==> src/msfl_params.svh <==
// constants for the modem status and receive flow level block
// assumes inclusion by bare name from each design file that needs it
`ifndef MSFL_PARAMS_SVH
`define MSFL_PARAMS_SVH

// register indices; byte address is four times the index
`define MSFL_IDX_LCR        6'h03
`define MSFL_IDX_MCR        6'h04
`define MSFL_IDX_STAT_LVL   6'h06
`define MSFL_IDX_EFR        6'h0E
`define MSFL_IDX_SFR        6'h0F
`define MSFL_IDX_FLOW_CFG   6'h10

// reset values
`define MSFL_RST_LCR        8'h00
`define MSFL_RST_MCR        8'h00
`define MSFL_RST_MSR        8'h00
`define MSFL_RST_TCR        8'h00
`define MSFL_RST_EFR        8'h00
`define MSFL_RST_SFR        8'h00
`define MSFL_RST_FLOW_CFG   8'h00
`define MSFL_RST_PINS       4'hF

// line format control fields
`define MSFL_LCR_DLAB       7

// modem output control fields
`define MSFL_MCR_DTR        0
`define MSFL_MCR_RTS        1
`define MSFL_MCR_OP1_SEL    2
`define MSFL_MCR_OP2        3
`define MSFL_MCR_LOOP       4
`define MSFL_MCR_EFR_MASK   8'hEC

// enhanced feature and special function fields
`define MSFL_EFR_ENH        4
`define MSFL_SFR_ALT        2

// status layout
`define MSFL_MSR_CD         7
`define MSFL_MSR_RI         6
`define MSFL_MSR_DSR        5
`define MSFL_MSR_CTS        4
`define MSFL_MSR_DCD        3
`define MSFL_MSR_TERI       2
`define MSFL_MSR_DDSR       1
`define MSFL_MSR_DCTS       0

// pin vector layout: cd, ri, dsr, cts
`define MSFL_PIN_CTS        0
`define MSFL_PIN_DSR        1
`define MSFL_PIN_RI         2
`define MSFL_PIN_CD         3

// flow config fields
`define MSFL_CFG_AUTO_RTS   0
`define MSFL_CFG_AUTO_SW    1
`define MSFL_CFG_MS_IRQ_EN  2

// level fields, scaled by four
`define MSFL_TCR_RESUME_HI  7
`define MSFL_TCR_RESUME_LO  4
`define MSFL_TCR_HALT_HI    3
`define MSFL_TCR_HALT_LO    0
`define MSFL_LEVEL_SHIFT    2

`endif

==> src/msfl_pkg.sv <==
// types shared by the modem status and flow level block
// assumes nothing beyond a SystemVerilog compiler
package msfl_pkg;

  // software flow state, one-hot
  typedef enum logic [1:0]
  {
    MSFL_FLOW_RUN    = 2'b01,
    MSFL_FLOW_HALTED = 2'b10
  } msfl_flow_e;

endpackage

==> src/msfl_modem_flow.sv <==
// modem status mirror, change flags and receive flow levels, Avalon-MM slave
// assumes one clock, byte data in the low lane, rx fifo count from same clock
`include "msfl_params.svh"
module msfl_modem_flow
#(
  parameter int CNT_W = 7
)
(
  input  wire logic             clk_sys,
  input  wire logic             resetn,
  input  wire logic             ce,
  input  wire logic [7:0]       avs_address,
  input  wire logic             avs_read,
  input  wire logic             avs_write,
  input  wire logic [31:0]      avs_writedata,
  input  wire logic [3:0]       avs_byteenable,
  output logic      [31:0]      avs_readdata,
  output logic                  avs_waitrequest,
  input  wire logic             carrier_detect_n,
  input  wire logic             ring_indicator_n,
  input  wire logic             data_set_ready_n,
  input  wire logic             clear_to_send_n,
  input  wire logic [CNT_W-1:0] rx_fifo_count,
  output logic                  request_to_send_n,
  output logic                  data_terminal_ready_n,
  output logic                  loopback_active,
  output logic                  send_resume_char,
  output logic                  send_stop_char,
  output logic                  modem_status_irq
);

  logic [7:0]       line_format_control_q;
  logic [7:0]       modem_output_control_q;
  logic [7:0]       enhanced_feature_control_q;
  logic [7:0]       special_function_control_q;
  logic [7:0]       flow_halt_resume_levels_q;
  logic [7:0]       flow_cfg_q;
  logic [3:0]       delta_q;
  logic [3:0]       delta_set;
  logic [3:0]       line_prev_q;
  logic [3:0]       line_now;
  logic [3:0]       pin_sync;
  logic [7:0]       modem_line_status;
  logic             rd_done_q;
  logic [31:0]      readdata_q;
  logic             rts_n_q;
  logic             resume_pulse_q;
  logic             stop_pulse_q;
  msfl_pkg::msfl_flow_e flow_state_q;
  logic [5:0]       reg_idx;
  logic             aligned;
  logic             loop_en;
  logic             sel_msr;
  logic             sel_tcr;
  logic             wr_en;
  logic             rd_take;
  logic [7:0]       wbyte;
  logic [CNT_W+1:0] fill_ext;
  logic [CNT_W+1:0] resume_lvl;
  logic [CNT_W+1:0] halt_lvl;
  logic             at_resume;
  logic             at_halt;

  msfl_pin_sync
  #(
    .WIDTH   (4),
    .RST_VAL (`MSFL_RST_PINS)
  )
  u_pin_sync
  (
    .clk_sys   (clk_sys),
    .resetn    (resetn),
    .ce        (ce),
    .pin_async ({carrier_detect_n, ring_indicator_n, data_set_ready_n, clear_to_send_n}),
    .pin_sync  (pin_sync)
  );

  // bus decode
  assign reg_idx = avs_address[7:2];
  assign aligned = (avs_address[1:0] == 2'h0);
  assign wbyte   = avs_writedata[7:0];
  assign loop_en = modem_output_control_q[`MSFL_MCR_LOOP];
  assign sel_msr = aligned && (reg_idx == `MSFL_IDX_STAT_LVL)
                   && !line_format_control_q[`MSFL_LCR_DLAB]
                   && !modem_output_control_q[`MSFL_MCR_OP1_SEL]
                   && !special_function_control_q[`MSFL_SFR_ALT];
  assign sel_tcr = aligned && (reg_idx == `MSFL_IDX_STAT_LVL)
                   && enhanced_feature_control_q[`MSFL_EFR_ENH]
                   && modem_output_control_q[`MSFL_MCR_OP1_SEL]
                   && !special_function_control_q[`MSFL_SFR_ALT];
  assign wr_en   = ce && avs_write && avs_byteenable[0];
  assign rd_take = ce && avs_read && rd_done_q;

  // reads answer one cycle late so read data comes from a register
  assign avs_waitrequest = !ce || (avs_read && !rd_done_q);
  assign avs_readdata    = readdata_q;

  // effective line state: pins inverted, or modem outputs in loopback
  always_comb
  begin
    if (loop_en)
    begin
      line_now[`MSFL_PIN_CD]  = modem_output_control_q[`MSFL_MCR_OP2];
      line_now[`MSFL_PIN_RI]  = modem_output_control_q[`MSFL_MCR_OP1_SEL];
      line_now[`MSFL_PIN_DSR] = modem_output_control_q[`MSFL_MCR_DTR];
      line_now[`MSFL_PIN_CTS] = modem_output_control_q[`MSFL_MCR_RTS];
    end
    else
    begin
      line_now = ~pin_sync;
    end
  end

  assign modem_line_status = {line_now[`MSFL_PIN_CD], line_now[`MSFL_PIN_RI],
                              line_now[`MSFL_PIN_DSR], line_now[`MSFL_PIN_CTS],
                              delta_q};

  // change detection
  assign delta_set[3] = line_now[`MSFL_PIN_CD] ^ line_prev_q[`MSFL_PIN_CD];
  assign delta_set[2] = line_prev_q[`MSFL_PIN_RI] && !line_now[`MSFL_PIN_RI];
  assign delta_set[1] = line_now[`MSFL_PIN_DSR] ^ line_prev_q[`MSFL_PIN_DSR];
  assign delta_set[0] = line_now[`MSFL_PIN_CTS] ^ line_prev_q[`MSFL_PIN_CTS];

  always_ff @(posedge clk_sys or negedge resetn)
  begin
    if (!resetn)
    begin
      line_prev_q <= 4'h0;
    end
    else if (ce)
    begin
      line_prev_q <= line_now;
    end
  end

  // change flags: a new change wins over the read clear
  always_ff @(posedge clk_sys or negedge resetn)
  begin
    if (!resetn)
    begin
      delta_q <= 4'(`MSFL_RST_MSR);
    end
    else if (ce)
    begin
      if (rd_take && sel_msr)
      begin
        delta_q <= delta_set;
      end
      else
      begin
        delta_q <= delta_q | delta_set;
      end
    end
  end

  assign modem_status_irq = flow_cfg_q[`MSFL_CFG_MS_IRQ_EN] && (|delta_q);

  // control registers
  always_ff @(posedge clk_sys or negedge resetn)
  begin
    if (!resetn)
    begin
      line_format_control_q      <= `MSFL_RST_LCR;
      modem_output_control_q     <= `MSFL_RST_MCR;
      enhanced_feature_control_q <= `MSFL_RST_EFR;
      special_function_control_q <= `MSFL_RST_SFR;
      flow_halt_resume_levels_q  <= `MSFL_RST_TCR;
      flow_cfg_q                 <= `MSFL_RST_FLOW_CFG;
    end
    else if (wr_en && aligned)
    begin
      unique case (reg_idx)
        `MSFL_IDX_LCR:
        begin
          line_format_control_q <= wbyte;
        end
        `MSFL_IDX_MCR:
        begin
          if (!line_format_control_q[`MSFL_LCR_DLAB])
          begin
            // upper and op bits need enhanced mode to change
            if (enhanced_feature_control_q[`MSFL_EFR_ENH])
            begin
              modem_output_control_q <= wbyte;
            end
            else
            begin
              modem_output_control_q <= (modem_output_control_q & `MSFL_MCR_EFR_MASK)
                                        | (wbyte & ~`MSFL_MCR_EFR_MASK);
            end
          end
        end
        `MSFL_IDX_STAT_LVL:
        begin
          if (sel_tcr)
          begin
            flow_halt_resume_levels_q <= wbyte;
          end
        end
        `MSFL_IDX_EFR:
        begin
          enhanced_feature_control_q <= wbyte;
        end
        `MSFL_IDX_SFR:
        begin
          special_function_control_q <= wbyte;
        end
        `MSFL_IDX_FLOW_CFG:
        begin
          flow_cfg_q <= wbyte;
        end
        default:
        begin
        end
      endcase
    end
  end

  // read path
  always_ff @(posedge clk_sys or negedge resetn)
  begin
    if (!resetn)
    begin
      rd_done_q  <= 1'b0;
      readdata_q <= 32'h0000_0000;
    end
    else if (ce)
    begin
      rd_done_q  <= avs_read && !rd_done_q;
      readdata_q <= 32'h0000_0000;
      if (avs_read && !rd_done_q && aligned)
      begin
        unique case (reg_idx)
          `MSFL_IDX_LCR:
          begin
            readdata_q[7:0] <= line_format_control_q;
          end
          `MSFL_IDX_MCR:
          begin
            if (!line_format_control_q[`MSFL_LCR_DLAB])
            begin
              readdata_q[7:0] <= modem_output_control_q;
            end
          end
          `MSFL_IDX_STAT_LVL:
          begin
            if (sel_msr)
            begin
              readdata_q[7:0] <= modem_line_status;
            end
            else if (sel_tcr)
            begin
              readdata_q[7:0] <= flow_halt_resume_levels_q;
            end
          end
          `MSFL_IDX_EFR:
          begin
            readdata_q[7:0] <= enhanced_feature_control_q;
          end
          `MSFL_IDX_SFR:
          begin
            readdata_q[7:0] <= special_function_control_q;
          end
          `MSFL_IDX_FLOW_CFG:
          begin
            readdata_q[7:0] <= flow_cfg_q;
          end
          default:
          begin
          end
        endcase
      end
    end
  end

  // fill levels, four entries per step
  assign fill_ext   = {2'b00, rx_fifo_count};
  assign resume_lvl = (CNT_W+2)'(flow_halt_resume_levels_q[`MSFL_TCR_RESUME_HI:`MSFL_TCR_RESUME_LO])
                      << `MSFL_LEVEL_SHIFT;
  assign halt_lvl   = (CNT_W+2)'(flow_halt_resume_levels_q[`MSFL_TCR_HALT_HI:`MSFL_TCR_HALT_LO])
                      << `MSFL_LEVEL_SHIFT;
  assign at_resume  = fill_ext <= resume_lvl;
  assign at_halt    = fill_ext >= halt_lvl;

  // request to send pin; halt wins when both levels hit
  always_ff @(posedge clk_sys or negedge resetn)
  begin
    if (!resetn)
    begin
      rts_n_q <= 1'b1;
    end
    else if (ce)
    begin
      if (!flow_cfg_q[`MSFL_CFG_AUTO_RTS] || loop_en)
      begin
        rts_n_q <= !modem_output_control_q[`MSFL_MCR_RTS];
      end
      else if (at_halt)
      begin
        rts_n_q <= 1'b1;
      end
      else if (at_resume)
      begin
        rts_n_q <= 1'b0;
      end
    end
  end

  assign request_to_send_n     = rts_n_q;
  assign data_terminal_ready_n = loop_en || !modem_output_control_q[`MSFL_MCR_DTR];
  assign loopback_active       = loop_en;

  // software flow: one stop char on halt, one resume char on recovery
  always_ff @(posedge clk_sys or negedge resetn)
  begin
    if (!resetn)
    begin
      flow_state_q   <= msfl_pkg::MSFL_FLOW_RUN;
      resume_pulse_q <= 1'b0;
      stop_pulse_q   <= 1'b0;
    end
    else if (ce)
    begin
      resume_pulse_q <= 1'b0;
      stop_pulse_q   <= 1'b0;
      if (!flow_cfg_q[`MSFL_CFG_AUTO_SW])
      begin
        flow_state_q <= msfl_pkg::MSFL_FLOW_RUN;
      end
      else
      begin
        unique case (flow_state_q)
          msfl_pkg::MSFL_FLOW_RUN:
          begin
            if (at_halt)
            begin
              stop_pulse_q <= 1'b1;
              flow_state_q <= msfl_pkg::MSFL_FLOW_HALTED;
            end
          end
          msfl_pkg::MSFL_FLOW_HALTED:
          begin
            if (at_resume && !at_halt)
            begin
              resume_pulse_q <= 1'b1;
              flow_state_q   <= msfl_pkg::MSFL_FLOW_RUN;
            end
          end
          default:
          begin
            flow_state_q <= msfl_pkg::MSFL_FLOW_RUN;
          end
        endcase
      end
    end
  end

  assign send_resume_char = resume_pulse_q;
  assign send_stop_char   = stop_pulse_q;

endmodule

==> src/msfl_pin_sync.sv <==
// three-stage input synchroniser with agreement filter, one lane per bit
// assumes asynchronous pin inputs and one system clock
module msfl_pin_sync
#(
  parameter int          WIDTH   = 4,
  parameter logic [3:0]  RST_VAL = 4'hF
)
(
  input  wire logic             clk_sys,
  input  wire logic             resetn,
  input  wire logic             ce,
  input  wire logic [WIDTH-1:0] pin_async,
  output logic      [WIDTH-1:0] pin_sync
);

  genvar gi;
  generate
    for (gi = 0; gi < WIDTH; gi++)
    begin : g_lane
      logic s1_q;
      logic s2_q;
      logic s3_q;
      logic out_q;

      always_ff @(posedge clk_sys or negedge resetn)
      begin
        if (!resetn)
        begin
          s1_q  <= RST_VAL[gi];
          s2_q  <= RST_VAL[gi];
          s3_q  <= RST_VAL[gi];
          out_q <= RST_VAL[gi];
        end
        else if (ce)
        begin
          s1_q <= pin_async[gi];
          s2_q <= s1_q;
          s3_q <= s2_q;
          // change accepted once stages two and three agree
          if (s2_q == s3_q)
          begin
            out_q <= s3_q;
          end
        end
      end

      assign pin_sync[gi] = out_q;
    end
  endgenerate

endmodule

==> config.mk <==
export PLATFORM = sky130hd
export DESIGN_NAME = msfl_modem_flow
export DESIGN_NICKNAME = d
export VERILOG_FILES = /design/src/msfl_pkg.sv /design/src/msfl_modem_flow.sv /design/src/msfl_pin_sync.sv
export VERILOG_INCLUDE_DIRS = /design/src
export SDC_FILE = /design/constraint.sdc
export NUM_CORES = 1
export LEC_CHECK = 0
export ABC_AREA = 0
export BUFFER_PORTS_ARGS = -buffer_cell sky130_fd_sc_hd__buf_2
export CAP_MARGIN = 20
export CORE_MARGIN = 3
export CORE_UTILIZATION = 30
export DETAILED_ROUTE_END_ITERATION = 12
export SLEW_MARGIN = 20
export SYNTH_ARGS = -nofsm -noshare
export SYNTH_HDL_FRONTEND = slang
export SYNTH_SLANG_ARGS = --single-unit
==> constraint.sdc <==
create_clock -name clk_sys -period 5.4 [get_ports clk_sys]
set_input_delay 1.08 -clock clk_sys [delete_from_list [all_inputs] [get_ports clk_sys]]
set_output_delay 1.08 -clock clk_sys [all_outputs]
set_load 0.01 [all_outputs]
==> results by group, run 1 <==
Yosys
  – Synth Flop Type: dfrtp_1
  – Synthesis-stage register bit count: 86
  – YS warnings: 0
  – Synth cell types: 57
  – Post-synthesis cell area: roughly 4300 sq um
  – Register area share after synthesis: 50.1%
  – Post-synth EDFFs: 0
  – Syn Area/Cell: 11.8 sq um
  – Asr flop ratio synth: 100%
  – Post-Syn Instances: 368

Clock tree
  – Hold Buf Count CTS: 0
  – Num Clock Sinks: 86
  – Num CTS Buffers: 9
  – Max clock buf depth: 2
  – Worst-Skew Late Latency: between 0.3 and 0.4 ns
  – Clk root buf: clkbuf_16
  – Clk pin slew, worst setup/hold paths: 0.07 ns
  – TritonCTS clock tree: done
  – Postcts setup bufs: 0
  – CTS resizes: 0
  – H-tree lvl count: 3

Drt
  – Drt via density: 5.04
  – Via count: slightly above 3000
  – Post-Route WL: 10.6 mm
  – Post-route ant nets: 0
  – Avg WL per Cell: 17.4 um
  – Initial DRT Pass Iterations: 4
  – Iteration-0 DRC Markers: between 150 and 200
  – Drt drc: 0

Finish
  – Most frequent cells in the layout: dfrtp_1, mux2_2, buf_2
  – Fin cells: 606
  – Most common cell after layout, fill and taps aside: dfrtp_1
  – Utilization after layout: 35.6%
  – Fin area: around 5000 sq um
  – # diodes: 0
  – Final-stage net count: 489
  – Area Growth Syn to Fin: 15.0%
  – Share of layout cells above drive strength 1: 36.6%

Power
  – Leakage: ~2.2 nW
  – Maximum vdd drop: 127 uV
  – P per Cell Area: just under 300 nW/um^2

STA
  – Max-slew headroom: between 30% and 40%
  – RSZ-0062 raised after global routing: false
  – Endpoints failing setup: 0
  – Setup TNS: 0 ns
  – Final hold violations: 0
  – Fin. max-slew vios: 0
  – Period Utilization, post-route: 66.5%
  – Final critical-path required period: 3.59 ns
  – F_max: between 0.2 and 0.3 GHz
  – Hold slack: 0.509 ns
  – Least-Margin Pin Slew: 0.994 ns
  – Clock skew: 0.00810 ns

Global route
  – Global Route Usage Sum: 13.3%
  – Initial antenna violation count: 0
  – First-pass GRT wire length: 16.7 mm
  – Total grt overflow: 0
  – Largest net degree at the start of global routing: 57
  – Number of global-route vias before repair: 3138

Min path
  – HP Class: flip-flop to flip-flop
  – Worst Hold Path EP: flow_cfg_q[7]
  – WHS Path Cells: 1
  – Hold Path Origin: flow_cfg_q[7]

Place
  – RD Place Congestion: 0.807
  – Dpl hpwl: 7.45 mm
  – Cells after DPL: 590
  – Port Buf Inserts: 47
  – DP Area: roughly 4700 sq um

Critical path
  – Worst endpoint required time: 5.61 ns
  – R2R cell count: 3
  – CP max-delay cell: nor2b_1
  – Worst setup EP type: flip-flop
  – Reg-to-reg slack, setup: about 3.1 ns
  – Worst Path Max Fanout: 9
  – RR Endpoint: flow_halt_resume_levels_q[4]
  – Worst setup path start: avs_address[4]
  – Critical Path Start Type: input port
  – CP max stage delay: 0.87 ns
  – Arr. time, crit path: between 3 and 4 ns
  – Critical path cell sequence: buf_2, or4_1, nor3b_2, nor2b_1, mux2_2
  – Launch point of the worst reg-to-reg path: special_function_control_q[2]
  – Crit Path Class: input port to flip-flop

Die
  – Die Span Y: 126 um
  – Core Region: 14000 sq um
  – Starting Density: 30.9%
  – IO Pins: 99
  – Die area: between 15000 and 20000 sq um
  – # rows: 43
  – Die width: 126 um

Run status
  – Status: completed

Job
  – Total of max-cap violations: 0
## registers in the layout (all words and copies together) (netlist names)
register and count:
line_prev_q 4, modem_output_control_q 8, flow_halt_resume_levels_q 8, line_format_control_q 8, u_pin_sync.g_lane.s3_q 4, flow_state_q 2, special_function_control_q 8, u_pin_sync.g_lane.s1_q 4
send_stop_char 1, rd_done_q 1, request_to_send_n 1, delta_q 4, flow_cfg_q 8, send_resume_char 1, u_pin_sync.g_lane.out_q 4, enhanced_feature_control_q 8
u_pin_sync.g_lane.s2_q 4, avs_readdata 8
## where the power goes
part	switching [mW]	internal [mW]
clock	0.247	0.322
sequential	0.0272	0.700
combinational	0.0811	0.0637
## worst max-delay path by stage
stage	endpoint	depth (start not counted)
finish	flow_cfg_q[2]	5
global route	flow_cfg_q[2]	5
CTS	flow_cfg_q[2]	5
detailed placement	flow_cfg_q[1]	5
global placement	flow_cfg_q[4]	5
floorplan	avs_waitrequest	4
## worst max-delay path, delay by kind of cell
| kind | cells | cell delay [ns] |
|---|---|---|
| AND/OR/NAND/NOR | 3 | 2.17 |
| multiplexers | 1 | 0.42 |
| buffers and inverters | 1 | 0.13 |
## metrics by stage
stage	power (mW)	setup slack [ns]
floorplan	0.836	2.34
global placement	0.879	1.47
global route	1.51	1.71
detailed placement	0.886	1.41
CTS	1.46	1.74
finish	1.44	1.81
## area by class of cell
type / instances / area, sq um
Tap cell: 180 / 225
Inverter: 15 / 56.3
Clock buffer: 10 / 239
Sequential cell: 86 / 2170
Clock inverter: 6 / 37.5
Multi-Input combinational cell: 256 / 1980
Timing Repair Buffer: 53 / 283
Fill cell: 1396 / 9050
## synthesized netlist by cell type, drive strengths merged (8+ instances only)
cell	instances	area (sq um)
nor2b	11	68.8
buf	30	206
inv	15	56.3
nor2	12	45.0
nand2	24	92.6
ha	8	100
nand2b	16	100
a21oi	12	60.1
dfstp	18	473
a32oi	8	70.1
mux2	58	653
o21ai	11	55.1
dfrtp	68	1700
## logic make-up (layout without fill, tap and decap cells)
family	Yosys count	in the layout	synth area share, %
compound gates	68	68	11.7
xor+xnor	3	3	0.605
fa+ha+maj	8	8	2.30
buf+inv	49	84	6.40
flops	86	86	50.1
mux	63	63	16.2
other cells	1	24	0.0863
simple gates	90	90	12.7
## per-layer routing
layer / vias up / wire length, um / track usage (%)
met5: - / 0 / 0
met4: 0 / 132 / 4.10
met3: 11 / 443 / 2.78
met2: 68 / 5240 / 22.3
met1: 1565 / 4740 / 17.4
li1: 1409 / - / -
Note: power is estimated with default switching activity, not from simulation.
==> run 2: changes to the inputs <==
- clock period: 5.4 -> 3.2 ns (I/O delays scaled with it)
==> run 2 against run 1 <==
Hold slack worse by 0.14 ns. Largest cell class unchanged. Cell area increased by 0.48%. Sequential share of layout area is 0.21 points lower.
==> results by group, run 2 (synthesis gave the netlist of run 1 again) <==
Drt
  – Drt drc: 0 (unchanged)
  – Iteration-0 DRC Markers: 143 (was 184)
  – Drt via density: 4.97 (was 5.04)
  – Initial DRT Pass Iterations: 4 (unchanged)
  – Post-route ant nets: 0 (unchanged)
  – Via count: 3035 (was 3053)
  – Post-Route WL: 10.4 mm (was 10.6 mm)
  – Avg WL per Cell: 17.0 um (was 17.4 um)

Die
  – IO Pins: 99 (unchanged)
  – Die area: 16000 sq um (unchanged)
  – Starting Density: 30.9% (unchanged)
  – Die Span Y: 126 um (unchanged)
  – Core Region: 14000 sq um (unchanged)
  – Die width: 126 um (unchanged)
  – # rows: 43 (unchanged)

Critical path
  – Worst setup path start: avs_address[7] (was avs_address[4])
  – Reg-to-reg slack, setup: 1.18 ns (was 3.13 ns)
  – Launch point of the worst reg-to-reg path: special_function_control_q[2] (unchanged)
  – Crit Path Class: input port to flip-flop (unchanged)
  – Worst endpoint required time: 3.42 ns (was 5.61 ns)
  – Critical Path Start Type: input port (unchanged)
  – CP endpoint: delta_q[0] (was flow_cfg_q[2])
  – R2R cell count: 4 (was 3)
  – Worst setup EP type: flip-flop (unchanged)
  – Arr. time, crit path: 2.76 ns (was 3.80 ns)
  – Worst Path Max Fanout: 8 (was 9)
  – RR Endpoint: delta_q[0] (was flow_halt_resume_levels_q[4])

STA
  – Fin. max-slew vios: 0 (unchanged)
  – Final critical-path required period: about 2.5 ns
  – Period Utilization, post-route: 79.4%
  – RSZ-0062 raised after global routing: false (unchanged)
  – Max-slew headroom: 45.8% (was 33.6%)
  – Least-Margin Pin Slew: 0.810 ns (was 0.994 ns)
  – Endpoints failing setup: 0 (unchanged)
  – Clock skew: 0.00642 ns (was 0.00810 ns)
  – Final hold violations: 0 (unchanged)
  – F_max: between 0.3 and 0.4 GHz
  – Setup TNS: 0 ns (unchanged)

Clock tree
  – Max clock buf depth: 2 (unchanged)
  – Hold Buf Count CTS: 0 (unchanged)
  – CTS resizes: 0 (unchanged)
  – H-tree lvl count: 3 (unchanged)
  – Clk root buf: clkbuf_16 (unchanged)
  – Clk pin slew, worst setup/hold paths: 0.06 ns (was 0.07 ns)
  – Postcts setup bufs: 0 (unchanged)
  – TritonCTS clock tree: done (unchanged)
  – Num CTS Buffers: 9 (unchanged)
  – Worst-Skew Late Latency: 0.33 ns (about the same)
  – Num Clock Sinks: 86 (unchanged)

Global route
  – Met3 Resource Use GR: 2.02% (was 2.78%)
  – Routing usage on met2: 21.6% (was 22.3%)
  – GR Util met1: 17.9% (was 17.4%)
  – First-pass GRT wire length: 16.8 mm (was 16.7 mm)
  – Global Route Usage Sum: 13.3% (about the same)
  – Total grt overflow: 0 (unchanged)
  – Largest net degree at the start of global routing: 87 (was 57)
  – Number of global-route vias before repair: 3083 (was 3138)
  – Initial antenna violation count: 0 (unchanged)
  – Most Crowded Layer GR: met2 (unchanged)

Finish
  – Final-stage net count: 494 (was 489)
  – Most frequent cells in the layout: dfrtp_1, mux2_2, buf_2 (unchanged)
  – Most common cell after layout, fill and taps aside: dfrtp_1 (unchanged)
  – # diodes: 0 (unchanged)
  – Sequential cell area: 2170 sq um (unchanged)
  – Share of layout cells above drive strength 1: 36.9% (was 36.6%)
  – FILL cells: 1406 (was 1396)
  – Area Growth Syn to Fin: 15.5% (was 15.0%)
  – Area of the multi-input gates: 1980 sq um (unchanged)
  – Fin cells: 611 (was 606)

Power
  – Logic pwr share: 10.2% (was 10.1%)
  – Leakage: 2.23 nW (was 2.20 nW)
  – Total power: 2.40 mW (was 1.44 mW)
  – Clk pwr share: 38.7% (was 39.5%)
  – P per Cell Area: 478 nW/um^2 (was 288 nW/um^2)
  – Net Switching: 0.590 mW (was 0.355 mW)
  – Maximum vdd drop: 264 uV (was 127 uV)
  – Power share of the sequential group: 51.1% (was 50.5%)
  – Int Pwr: 1.81 mW (was 1.09 mW)
  – Sw Share: 24.6% (was 24.7%)

Place
  – Dpl hpwl: 7.31 mm (was 7.45 mm)
  – Cells after DPL: 595 (was 590)
  – RD Place Congestion: 0.793 (was 0.807)
  – Port Buf Inserts: 47 (unchanged)

Min path
  – HP Class: input port to asynchronous set/reset pin (was flip-flop to flip-flop)

Job
  – Total of max-cap violations: 0 (unchanged)

Run status
  – Status: completed (unchanged)
[run 2: power groups by stage]
stage / logic, mW / clock network (mW) / registers (mW)
final: 0.244 / 0.928 / 1.23
after global routing: 0.275 / 1.00 / 1.24
after CTS: 0.248 / 0.955 / 1.23
after detailed placement: 0.247 / 0 / 1.25
after global placement: 0.240 / 0 / 1.24
after floorplan: 0.179 / 0 / 1.23
[run 2: per-stage QoR]
stage                     cell area (sq um)  hold WS (ns)  setup WS [ns]  util (%)
after floorplan                        4430         0.344          0.739         -
after global placement                 4750         0.485          0.350      33.9
after detailed placement               4750         0.493          0.348      33.9
after CTS                              5010         0.509          0.688      35.7
after global routing                   5020         0.424          0.616      35.7
final                                  5020         0.365          0.660      35.7
[run 2: routing by layer]
metal | vias up | part of all wire, %
li1 | 1416 | -
met3 | 13 | 3.4
met2 | 67 | 47
met5 | - | 0
met4 | 0 | 2.2
met1 | 1539 | 47
[run 2: worst min path at each step]
| stage | slack [ns] | cells past startpoint | from | to |
|---|---|---|---|---|
| floorplan | 0.34 | 0 | resetn | avs_readdata[0] |
| global placement | 0.48 | 1 | modem_output_control_q[6] | modem_output_control_q[6] |
| detailed placement | 0.49 | 1 | modem_output_control_q[7] | modem_output_control_q[7] |
| CTS | 0.51 | 1 | modem_output_control_q[7] | modem_output_control_q[7] |
| global route | 0.42 | 1 | resetn | send_resume_char |
| finish | 0.36 | 1 | resetn | send_resume_char |
[run 2: worst max-delay path, cell delays in order]
cell and delay, ns:
buf_2 0.12, or4b_4 0.55, or4_4 0.55, nor3_4 0.44, nand4_4 0.18, a22o_1 0.28
[run 2: final cells by class]
class,instances,share of cell area (%)
inverters,15,1.12
repair buffers,58,6.46
well taps,180,4.49
multi-input cells,256,39.4
clock buffers,11,4.64
clock inverters,5,0.524
flip-flops and latches,86,43.4
